**src/vlpg_pkg.sv**
```systemverilog
// Constants, register map and types for the voltage limit and power-good block
// Summary of operation
// - Low-warning limit bits 1:0 in own register
// - Low-critical limit: ten bits, split, reset zero
// - High-warning limit: ten bits, resets all ones
// - High-critical limit: ten bits, resets all ones
// - Warning alerts; critical response follows code
// - Strap low/high/open gives code 00/01/10
// - Good only inside the critical window, unless alert-only code holds it
// - Status bit 0 shows good, polarity-free
// - Sense input selects power-good pin polarity
// - Sense mirrored in bit 5, live polarity
// - Assertion delay 50/100/200/400 ms by code
// - Delay code bits 1:0, upper bits zero
// - Latest sample compared against four limits
// - Strap changes only critical responses
// - Warning alerts only while good asserted
package vlpg_pkg;
   ////////////////////////////////////////////////////////////////////////////////
   localparam int          SAMPLE_W        = 10;
   localparam int          IDX_W           = 6;
   // Register indices; byte address is four times the index
   localparam logic [5:0]  IDX_UV_WARN_HI  = 6'h1A;
   localparam logic [5:0]  IDX_UV_WARN_LO  = 6'h1B;
   localparam logic [5:0]  IDX_UV_CRIT_HI  = 6'h1C;
   localparam logic [5:0]  IDX_UV_CRIT_LO  = 6'h1D;
   localparam logic [5:0]  IDX_OV_WARN_HI  = 6'h1E;
   localparam logic [5:0]  IDX_OV_WARN_LO  = 6'h1F;
   localparam logic [5:0]  IDX_OV_CRIT_HI  = 6'h20;
   localparam logic [5:0]  IDX_OV_CRIT_LO  = 6'h21;
   localparam logic [5:0]  IDX_STATUS      = 6'h34;
   localparam logic [5:0]  IDX_DELAY       = 6'h38;
   ////////////////////////////////////////////////////////////////////////////////
   localparam logic [7:0]  RST_UV_HI       = 8'h00;
   localparam logic [1:0]  RST_UV_LO       = 2'h0;
   localparam logic [7:0]  RST_OV_HI       = 8'hFF;
   localparam logic [1:0]  RST_OV_LO       = 2'h3;
   localparam logic [1:0]  RST_DELAY_CODE  = 2'h0;
   // Field positions
   localparam int          STAT_GOOD_BIT   = 0;
   localparam int          STAT_ALERT_BIT  = 4;
   localparam int          STAT_SENSE_BIT  = 5;
   localparam int          DELAY_CODE_LSB  = 0;
   ////////////////////////////////////////////////////////////////////////////////
   // Timing
   localparam int          CLK_HZ          = 125_000_000;
   localparam int          TICK_MS         = 1;
   localparam int          TICK_CYCLES_DEF = CLK_HZ / 1000 * TICK_MS;
   localparam int          DELAY_MS_W      = 9;
   localparam logic [8:0]  DELAY_MS_CODE0  = 9'd50;
   localparam logic [8:0]  DELAY_MS_CODE1  = 9'd100;
   localparam logic [8:0]  DELAY_MS_CODE2  = 9'd200;
   localparam logic [8:0]  DELAY_MS_CODE3  = 9'd400;
   ////////////////////////////////////////////////////////////////////////////////
   typedef enum logic [1:0] {
      RESP_SHUTDOWN   = 2'b00,
      RESP_CLEAR_GOOD = 2'b01,
      RESP_ALERT_ONLY = 2'b10
   } resp_e;

   typedef enum logic [1:0] {
      TMR_IDLE  = 2'b00,
      TMR_COUNT = 2'b01,
      TMR_GOOD  = 2'b10
   } tmr_state_e;
endpackage : vlpg_pkg

```
**src/limit_cmp_if.sv**
```systemverilog
// Interface carrying the sample, the four limits and the compare results
`timescale 1ns/1ps
interface limit_cmp_if;
   logic [vlpg_pkg::SAMPLE_W-1:0] sample;
   logic [vlpg_pkg::SAMPLE_W-1:0] low_warn_limit;
   logic [vlpg_pkg::SAMPLE_W-1:0] low_crit_limit;
   logic [vlpg_pkg::SAMPLE_W-1:0] high_warn_limit;
   logic [vlpg_pkg::SAMPLE_W-1:0] high_crit_limit;
   logic                          low_warn_hit;
   logic                          low_crit_hit;
   logic                          high_warn_hit;
   logic                          high_crit_hit;

   modport comparator (
      input  sample,
      input  low_warn_limit,
      input  low_crit_limit,
      input  high_warn_limit,
      input  high_crit_limit,
      output low_warn_hit,
      output low_crit_hit,
      output high_warn_hit,
      output high_crit_hit
   );

   modport control (
      output sample,
      output low_warn_limit,
      output low_crit_limit,
      output high_warn_limit,
      output high_crit_limit,
      input  low_warn_hit,
      input  low_crit_hit,
      input  high_warn_hit,
      input  high_crit_hit
   );
endinterface : limit_cmp_if

```
**src/voltage_limit_power_good.sv**
```systemverilog
// Top: Wishbone register file, limit responses and power-good pin control
//
// Implementation choice: register access over Wishbone.
`timescale 1ns/1ps
module voltage_limit_power_good #(
   parameter int unsigned TICK_CYCLES = vlpg_pkg::TICK_CYCLES_DEF
) (
   input  wire logic                          sys_clk,
   input  wire logic                          rst,
   input  wire logic                          wb_cyc_i,
   input  wire logic                          wb_stb_i,
   input  wire logic                          wb_we_i,
   input  wire logic [7:0]                    wb_adr_i,
   input  wire logic [3:0]                    wb_sel_i,
   input  wire logic [31:0]                   wb_dat_i,
   output logic      [31:0]                   wb_dat_o,
   output logic                               wb_ack_o,
   input  wire logic                          sample_valid,
   input  wire logic [vlpg_pkg::SAMPLE_W-1:0] sample_data,
   input  wire logic                          strap_sense_high,
   input  wire logic                          strap_sense_low,
   input  wire logic                          output_sense_input,
   output logic                               power_good_pin_o,
   output logic                               power_good_pin_oe_n,
   output logic                               alert_pin_o,
   output logic                               alert_pin_oe_n,
   output logic                               channel_off
);
   import vlpg_pkg::*;

   ////////////////////////////////////////////////////////////////////////////////
   // Storage
   logic [7:0]          uv_warn_high_bits_reg;
   logic [1:0]          uv_warn_low_bits_reg;
   logic [7:0]          uv_crit_high_bits_reg;
   logic [1:0]          uv_crit_low_bits_reg;
   logic [7:0]          ov_warn_high_bits_reg;
   logic [1:0]          ov_warn_low_bits_reg;
   logic [7:0]          ov_crit_high_bits_reg;
   logic [1:0]          ov_crit_low_bits_reg;
   logic [1:0]          good_delay_code_reg;
   logic [SAMPLE_W-1:0] sample_reg;
   logic                alert_reg;
   logic                shutdown_reg;
   logic                good_reg;
   logic                ack_reg;
   logic [31:0]         dat_reg;
   logic                good_oe_n_reg;
   logic                alert_oe_n_reg;
   logic                pin_low_reg;
   logic [1:0]          sense_sync_reg;
   logic [1:0]          strap_hi_sync_reg;
   logic [1:0]          strap_lo_sync_reg;
   resp_e               resp_code_reg;

   ////////////////////////////////////////////////////////////////////////////////
   // Wishbone decode: one word per register, index from address bits 7:2
   wire logic [IDX_W-1:0] idx = wb_adr_i[7:2];
   wire req      = wb_cyc_i && wb_stb_i && !ack_reg;
   wire wr_en    = req && wb_we_i && wb_sel_i[0];
   wire [7:0] wd = wb_dat_i[7:0];

   wire hit_uv_warn_hi = idx == IDX_UV_WARN_HI;
   wire hit_uv_warn_lo = idx == IDX_UV_WARN_LO;
   wire hit_uv_crit_hi = idx == IDX_UV_CRIT_HI;
   wire hit_uv_crit_lo = idx == IDX_UV_CRIT_LO;
   wire hit_ov_warn_hi = idx == IDX_OV_WARN_HI;
   wire hit_ov_warn_lo = idx == IDX_OV_WARN_LO;
   wire hit_ov_crit_hi = idx == IDX_OV_CRIT_HI;
   wire hit_ov_crit_lo = idx == IDX_OV_CRIT_LO;
   wire hit_status     = idx == IDX_STATUS;
   wire hit_delay      = idx == IDX_DELAY;

   wire sense_level = sense_sync_reg[1];

   // Read values; unmapped indices and unused bits read zero
   wire [7:0] rd_uv_warn_lo = {6'h00, uv_warn_low_bits_reg};
   wire [7:0] rd_uv_crit_lo = {6'h00, uv_crit_low_bits_reg};
   wire [7:0] rd_ov_warn_lo = {6'h00, ov_warn_low_bits_reg};
   wire [7:0] rd_ov_crit_lo = {6'h00, ov_crit_low_bits_reg};
   wire [7:0] rd_delay      = {6'h00, good_delay_code_reg};
   wire [7:0] rd_status     = {2'h0, sense_level, alert_reg, 3'h0, good_reg};

   wire [7:0] rd_byte =
      ({8{hit_uv_warn_hi}} & uv_warn_high_bits_reg) |
      ({8{hit_uv_warn_lo}} & rd_uv_warn_lo) |
      ({8{hit_uv_crit_hi}} & uv_crit_high_bits_reg) |
      ({8{hit_uv_crit_lo}} & rd_uv_crit_lo) |
      ({8{hit_ov_warn_hi}} & ov_warn_high_bits_reg) |
      ({8{hit_ov_warn_lo}} & rd_ov_warn_lo) |
      ({8{hit_ov_crit_hi}} & ov_crit_high_bits_reg) |
      ({8{hit_ov_crit_lo}} & rd_ov_crit_lo) |
      ({8{hit_status}}     & rd_status) |
      ({8{hit_delay}}      & rd_delay);

   always_ff @(posedge sys_clk or posedge rst) begin
      if (rst) begin
         ack_reg <= 1'b0;
         dat_reg <= 32'h0000_0000;
      end else begin
         ack_reg <= req;
         dat_reg <= req ? {24'h00_0000, rd_byte} : 32'h0000_0000;
      end
   end

   assign wb_ack_o = ack_reg;
   assign wb_dat_o = dat_reg;

   ////////////////////////////////////////////////////////////////////////////////
   // Limit registers
   always_ff @(posedge sys_clk or posedge rst) begin
      if (rst) begin
         uv_warn_high_bits_reg <= RST_UV_HI;
         uv_warn_low_bits_reg  <= RST_UV_LO;
         uv_crit_high_bits_reg <= RST_UV_HI;
         uv_crit_low_bits_reg  <= RST_UV_LO;
         ov_warn_high_bits_reg <= RST_OV_HI;
         ov_warn_low_bits_reg  <= RST_OV_LO;
         ov_crit_high_bits_reg <= RST_OV_HI;
         ov_crit_low_bits_reg  <= RST_OV_LO;
      end else if (wr_en) begin
         if (hit_uv_warn_hi) uv_warn_high_bits_reg <= wd;
         if (hit_uv_warn_lo) uv_warn_low_bits_reg  <= wd[1:0];
         if (hit_uv_crit_hi) uv_crit_high_bits_reg <= wd;
         if (hit_uv_crit_lo) uv_crit_low_bits_reg  <= wd[1:0];
         if (hit_ov_warn_hi) ov_warn_high_bits_reg <= wd;
         if (hit_ov_warn_lo) ov_warn_low_bits_reg  <= wd[1:0];
         if (hit_ov_crit_hi) ov_crit_high_bits_reg <= wd;
         if (hit_ov_crit_lo) ov_crit_low_bits_reg  <= wd[1:0];
      end
   end

   always_ff @(posedge sys_clk or posedge rst) begin
      if (rst) begin
         good_delay_code_reg <= RST_DELAY_CODE;
      end else if (wr_en && hit_delay) begin
         good_delay_code_reg <= wd[DELAY_CODE_LSB +: 2];
      end
   end

   ////////////////////////////////////////////////////////////////////////////////
   // Latest conversion, from logic in this clock domain
   always_ff @(posedge sys_clk or posedge rst) begin
      if (rst) begin
         sample_reg <= '0;
      end else if (sample_valid) begin
         sample_reg <= sample_data;
      end
   end

   ////////////////////////////////////////////////////////////////////////////////
   // Pin synchronisers
   always_ff @(posedge sys_clk or posedge rst) begin
      if (rst) begin
         sense_sync_reg    <= 2'h0;
         strap_hi_sync_reg <= 2'h0;
         // Strap reads as low until sensed, so shutdown stays the response
         strap_lo_sync_reg <= 2'h3;
      end else begin
         sense_sync_reg    <= {sense_sync_reg[0], output_sense_input};
         strap_hi_sync_reg <= {strap_hi_sync_reg[0], strap_sense_high};
         strap_lo_sync_reg <= {strap_lo_sync_reg[0], strap_sense_low};
      end
   end

   // Both sensed at once is read as low: the safest response wins
   wire strap_hi = strap_hi_sync_reg[1];
   wire strap_lo = strap_lo_sync_reg[1];
   wire resp_e resp_next = strap_lo ? RESP_SHUTDOWN :
                           strap_hi ? RESP_CLEAR_GOOD : RESP_ALERT_ONLY;

   always_ff @(posedge sys_clk or posedge rst) begin
      if (rst) begin
         resp_code_reg <= RESP_SHUTDOWN;
      end else begin
         resp_code_reg <= resp_next;
      end
   end

   ////////////////////////////////////////////////////////////////////////////////
   // Comparators
   limit_cmp_if cmp ();

   assign cmp.sample          = sample_reg;
   assign cmp.low_warn_limit  = {uv_warn_high_bits_reg, uv_warn_low_bits_reg};
   assign cmp.low_crit_limit  = {uv_crit_high_bits_reg, uv_crit_low_bits_reg};
   assign cmp.high_warn_limit = {ov_warn_high_bits_reg, ov_warn_low_bits_reg};
   assign cmp.high_crit_limit = {ov_crit_high_bits_reg, ov_crit_low_bits_reg};

   limit_compare u_compare (
      .sys_clk (sys_clk),
      .rst     (rst),
      .cmp     (cmp.comparator)
   );

   ////////////////////////////////////////////////////////////////////////////////
   // Responses
   wire warn_hit   = cmp.low_warn_hit || cmp.high_warn_hit;
   wire crit_hit   = cmp.low_crit_hit || cmp.high_crit_hit;
   wire warn_event = warn_hit && good_reg;
   wire alert_set  = warn_event || crit_hit;
   wire stat_wr    = wr_en && hit_status;
   wire alert_clr  = stat_wr && wd[STAT_ALERT_BIT];
   wire shut_set   = crit_hit && (resp_code_reg == RESP_SHUTDOWN);
   wire in_window  = !crit_hit;
   // Alert-only response keeps an already asserted good through a critical hit
   wire hold_good  = (resp_code_reg == RESP_ALERT_ONLY) && good_reg;
   wire qualify    = (in_window || hold_good) && !shutdown_reg;
   wire timer_good;

   good_delay_timer #(
      .TICK_CYCLES (TICK_CYCLES)
   ) u_timer (
      .sys_clk      (sys_clk),
      .rst          (rst),
      .qualify      (qualify),
      .delay_code   (good_delay_code_reg),
      .delayed_good (timer_good)
   );

   // Gating with qualify drops good in the same cycle the window is left
   wire good_next  = timer_good && qualify;
   wire alert_next = alert_set || (alert_reg && !alert_clr);
   // Open-drain pin is pulled low while good in low-active sense, else while not good
   wire pin_low_next = sense_level ? !good_next : good_next;

   always_ff @(posedge sys_clk or posedge rst) begin
      if (rst) begin
         alert_reg    <= 1'b0;
         shutdown_reg <= 1'b0;
         good_reg     <= 1'b0;
      end else begin
         alert_reg    <= alert_next;
         // Shutdown latches; the alert clear releases it once the fault is gone
         shutdown_reg <= shut_set || (shutdown_reg && !alert_clr);
         good_reg     <= good_next;
      end
   end

   always_ff @(posedge sys_clk or posedge rst) begin
      if (rst) begin
         pin_low_reg    <= 1'b0;
         good_oe_n_reg  <= 1'b1;
         alert_oe_n_reg <= 1'b1;
      end else begin
         pin_low_reg    <= 1'b0;
         good_oe_n_reg  <= !pin_low_next;
         alert_oe_n_reg <= !alert_next;
      end
   end

   assign power_good_pin_o    = pin_low_reg;
   assign power_good_pin_oe_n = good_oe_n_reg;
   assign alert_pin_o         = pin_low_reg;
   assign alert_pin_oe_n      = alert_oe_n_reg;
   assign channel_off         = shutdown_reg;
endmodule : voltage_limit_power_good

```
**src/limit_compare.sv**
```systemverilog
// Registered comparison of the latest sample against four limits
`timescale 1ns/1ps
module limit_compare (
   input  wire logic          sys_clk,
   input  wire logic          rst,
   limit_cmp_if.comparator    cmp
);
   import vlpg_pkg::*;

   // Strict compares, so reset limits of zero and all ones never flag
   wire low_warn_now  = cmp.sample < cmp.low_warn_limit;
   wire low_crit_now  = cmp.sample < cmp.low_crit_limit;
   wire high_warn_now = cmp.sample > cmp.high_warn_limit;
   wire high_crit_now = cmp.sample > cmp.high_crit_limit;

   always_ff @(posedge sys_clk or posedge rst) begin
      if (rst) begin
         cmp.low_warn_hit  <= 1'b0;
         cmp.low_crit_hit  <= 1'b0;
         cmp.high_warn_hit <= 1'b0;
         cmp.high_crit_hit <= 1'b0;
      end else begin
         cmp.low_warn_hit  <= low_warn_now;
         cmp.low_crit_hit  <= low_crit_now;
         cmp.high_warn_hit <= high_warn_now;
         cmp.high_crit_hit <= high_crit_now;
      end
   end
endmodule : limit_compare

```
**src/good_delay_timer.sv**
```systemverilog
// Power-good assertion delay timer with a millisecond tick divider
`timescale 1ns/1ps
module good_delay_timer #(
   parameter int unsigned TICK_CYCLES = vlpg_pkg::TICK_CYCLES_DEF
) (
   input  wire logic       sys_clk,
   input  wire logic       rst,
   input  wire logic       qualify,
   input  wire logic [1:0] delay_code,
   output logic            delayed_good
);
   import vlpg_pkg::*;

   localparam int TW = $clog2(TICK_CYCLES + 1);

   if (TICK_CYCLES < 1) begin : g_bad_tick
      $error("TICK_CYCLES must be at least one");
   end

   tmr_state_e          state_reg;
   logic [TW-1:0]       div_reg;
   logic [DELAY_MS_W-1:0] ms_reg;

   wire logic [DELAY_MS_W-1:0] target_ms =
      (delay_code == 2'h0) ? DELAY_MS_CODE0 :
      (delay_code == 2'h1) ? DELAY_MS_CODE1 :
      (delay_code == 2'h2) ? DELAY_MS_CODE2 : DELAY_MS_CODE3;
   wire tick    = div_reg == TW'(TICK_CYCLES - 1);
   wire ms_done = tick && (ms_reg == target_ms - 9'd1);

   assign delayed_good = state_reg == TMR_GOOD;

   always_ff @(posedge sys_clk or posedge rst) begin
      if (rst) begin
         state_reg <= TMR_IDLE;
         div_reg   <= '0;
         ms_reg    <= '0;
      end else begin
         case (state_reg)
            TMR_IDLE: begin
               div_reg <= '0;
               ms_reg  <= '0;
               if (qualify) begin
                  state_reg <= TMR_COUNT;
               end
            end
            TMR_COUNT: begin
               // Leaving the window restarts the whole delay
               if (!qualify) begin
                  state_reg <= TMR_IDLE;
               end else if (ms_done) begin
                  state_reg <= TMR_GOOD;
               end else if (tick) begin
                  div_reg <= '0;
                  ms_reg  <= ms_reg + 9'd1;
               end else begin
                  div_reg <= div_reg + TW'(1);
               end
            end
            TMR_GOOD: begin
               if (!qualify) begin
                  state_reg <= TMR_IDLE;
               end
            end
            default: begin
               state_reg <= TMR_IDLE;
            end
         endcase
      end
   end
endmodule : good_delay_timer

```
**config.mk**
```make
export PLATFORM = sky130hd
export DESIGN_NAME = voltage_limit_power_good
export DESIGN_NICKNAME = d
export VERILOG_FILES = /design/src/vlpg_pkg.sv /design/src/limit_cmp_if.sv /design/src/voltage_limit_power_good.sv /design/src/limit_compare.sv /design/src/good_delay_timer.sv
export SDC_FILE = /design/constraint.sdc
export NUM_CORES = 1
export LEC_CHECK = 0
export BUFFER_PORTS_ARGS = -buffer_cell sky130_fd_sc_hd__buf_4
export CORE_MARGIN = 3
export CORE_UTILIZATION = 40
export DETAILED_ROUTE_END_ITERATION = 6
export GPL_TIMING_DRIVEN = 1
export PLACE_DENSITY = 0.72
export SLEW_MARGIN = 5
export SYNTH_ARGS = -nofsm -noshare
export SYNTH_HDL_FRONTEND = slang
export SYNTH_SLANG_ARGS = --single-unit
```
**constraint.sdc**
```tcl
create_clock -name sys_clk -period 9.53 [get_ports sys_clk]
set_input_delay 1.4295 -clock sys_clk [delete_from_list [all_inputs] [get_ports sys_clk]]
set_output_delay 1.4295 -clock sys_clk [all_outputs]
set_load 0.01 [all_outputs]
```
==> impl_metrics.toml <==
[die]
core_area_mm2 = 0.0140
io-pin-count = 101
die_area_mm2 = 0.0160
rows = 43
die_w_um = 127
die_y_um = 127
start_util_pct = 41.4

[power]
p_comb_share_pct = 9.3
switching_share_pct = 26.0
p_leak_nw = 2.96
switchingPower_uw = 241
clkPwrFrac_pct = 39.0
internal-power_uw = 686
seqPwrFrac_pct = 51.6
vdd_drop_max_mv = 0.112
power_density_mw_per_mm2 = 143
fin_total_pwr_uw = 927

[route]
firstDrtPassIters = 5
vias_per_cell = 5.33
drt-initial-drc-count = 220
antenna_left = 0
wirelength_um = 12700
top_layer_used = "met4"
route.detailed.drc = 0
wl_met2_um = 6470
vias = 4254
dr_wl_met3_um = 585
wl_met1_um = 5360
wl_per_cell_um = 15.9

[synthesis]
synth_edf_count = 0
ys_seq_elements = 106
syn_inst = 574
synth.cell_area_mm2 = 0.00581
avgSynthCellArea_um2 = 10.1
synth_cell_types = 64
ys_seq_area_share_pct = 46.1
synth_ff_type = "dfrtp_1"
yosysWarnings = 0
async_flop_share_pct = 100

[placement]
dpl.hpwl_um = 9320
place_congestion = 0.821
portBuffers = 45
dp.cells = 782

[run_status]
status = "completed"

[timing]
max_slew_margin_pct = 43.8
finalHoldViolCount = 0
final_max_slew_viol_count = 0
max_freq_mhz = 292
rsz0062_at_grt = "no"
final.period_utilization_pct = 36.0
skew_ns = 0.00520
worst_pin_slew_ns = 0.838
setup_violations = 0
holdWs_ns = 0.360
period_minus_slack_ns = 3.43
setup_tns_ns = 0

[clocking]
cts.sinks = 106
cts_resized = 0
post_cts_buffers = 0
clk_latency_ns = 0.35
root_buffer = "clkbuf_16"
cts_max_path_buffers = 2
cts_max_level = 3
numCtsBuffers = 9
holdBufCountCts = 0
clk_pin_slew_worst_paths_ns = 0.07
cts_tree = "built"

[finish]
antennaDiodeCount = 0
area_delta_synth_final_pct = 11.7
final_cell_mix = "82 x dfrtp_1, 48 x inv_1, 47 x nand2_1, 47 x buf_4, 43 x ha_1"
layout-drive-gt1-share_pct = 21.4
final_core_util_pct = 46.3
largest_reg_flops = 17
final_common_cell = "dfrtp_1"
final_cells = 798
nNetsFinal = 719
fillers = 1294

[global_route]
grt_pass1_wl_um = 21200
grt-ovfl-total = 0
grt_usage_pct = 16.4
antenna_found_initial = 0
grt_pass1_vias = 4289
grt_max_degree = 56

[worst_setup_path]
setup.worst_path.end = "ov_crit_high_bits_reg[5]$_DFFE_PP1P_"
crit_path_start = "wb_adr_i[4]"
worstSetupStartpointType = "primary input"
reg2reg_slack_ns = 6.72
timing.rr.end = "u_timer.div_reg[3]$_DFFE_PP0P_"
worst_ep_required_time_ns = 9.79
cp.arrival_ns = 3.69
cp-end-kind = "flip-flop"
path_class = "in -> reg"
path_max_fanout = 16
r2r-start = "u_timer.div_reg[0]$_DFFE_PP0P_"
rr_worst_depth = 7

[min_path]
hold_start = "sense_sync_reg[0]$_DFF_PP0_"
hp-class = "reg -> reg"

[job]
cap_violations = 0
critical path, stage by stage:
cell	delay [ns]
buf_4	0.13
or4b_1	0.58
nor3_2	0.58
and2_0	0.74
nand2_1	0.10
o21ai_0	0.12
synth_stat cells, types with 5 or more instances:
cell type   n  area share [%]
a31oi_1     6            0.65
nand4_1    12             1.3
dfstp_2    24              11
xor2_1     13             2.0
o21ai_0    35             3.0
a21oi_1    23             2.0
nor3_1     10            0.86
a21o_1     10             1.3
buf_2       7            0.60
a222oi_1    7             1.2
clkbuf_1    9            0.58
mux2_2     32             6.2
and3_1      6            0.65
nand2b_1    5            0.54
o31ai_1     9             1.2
dfrtp_1    82              35
nand2_1    47             3.0
nor2_1     38             2.5
ha_1       43             9.3
buf_4      26             3.4
inv_1      49             3.2
nand3_1    16             1.4
cell type report:
cell class	instances	area [um2]	area share, %
Tap cell	180	225	3.47
Multi-Input combinational cell	400	2760	42.5
Clock inverter	7	62.6	0.963
Sequential cell	106	2680	41.3
Inverter	49	186	2.87
Timing Repair Buffer	47	353	5.43
Clock buffer	9	225	3.47
worst min path at each step:
stage,depth (start not counted),slack [ns],to
global placement,0,0.34,strap_hi_sync_reg[1]$_DFF_PP0_
floorplan,0,0.33,sense_sync_reg[1]$_DFF_PP0_
finish,0,0.36,sense_sync_reg[1]$_DFF_PP0_
detailed placement,0,0.35,sense_sync_reg[1]$_DFF_PP0_
global route,0,0.37,strap_lo_sync_reg[1]$_DFF_PP1_
CTS,0,0.36,sense_sync_reg[1]$_DFF_PP0_
through the flow:
| step | instance area [um2] | setup slack, ns |
|---|---|---|
| 6_report | 6500 | 6.10 |
| 5_1_grt | 6500 | 6.01 |
| 4_1_cts | 6500 | 6.11 |
| 3_5_place_dp | 6210 | 5.73 |
| 3_3_place_gp | 6210 | 5.80 |
| 2_1_floorplan | 5910 | 5.35 |
power by group through the flow:
| stage | sequential (mW) | combinational [mW] | clock [mW] |
|---|---|---|---|
| global route | 0.481 | 0.0994 | 0.388 |
| global placement | 0.486 | 0.0841 | 0 |
| detailed placement | 0.487 | 0.0873 | 0 |
| CTS | 0.479 | 0.0878 | 0.369 |
| finish | 0.479 | 0.0865 | 0.362 |
| floorplan | 0.483 | 0.0650 | 0 |
routing by layer:
metal	vias up	global-route usage (%)
li1	2046	-
met1	2061	20.1
met2	122	28.4
met3	25	3.71
met4	0	5.74
met5	-	0
kinds of logic after synthesis:
kind of cell / Yosys count / synth area share (%)
AND/OR/NAND/NOR: 167 / 14.6
other: 1 / 0.0645
flip-flops: 106 / 46.1
adder cells (fa/ha/maj): 43 / 9.25
multiplexers: 35 / 6.93
XOR/XNOR: 16 / 2.41
AO/OA/AOI/OAI: 113 / 12.6
buffers and inverters: 93 / 7.98
No activity file was read; power rests on OpenSTA's default activity.
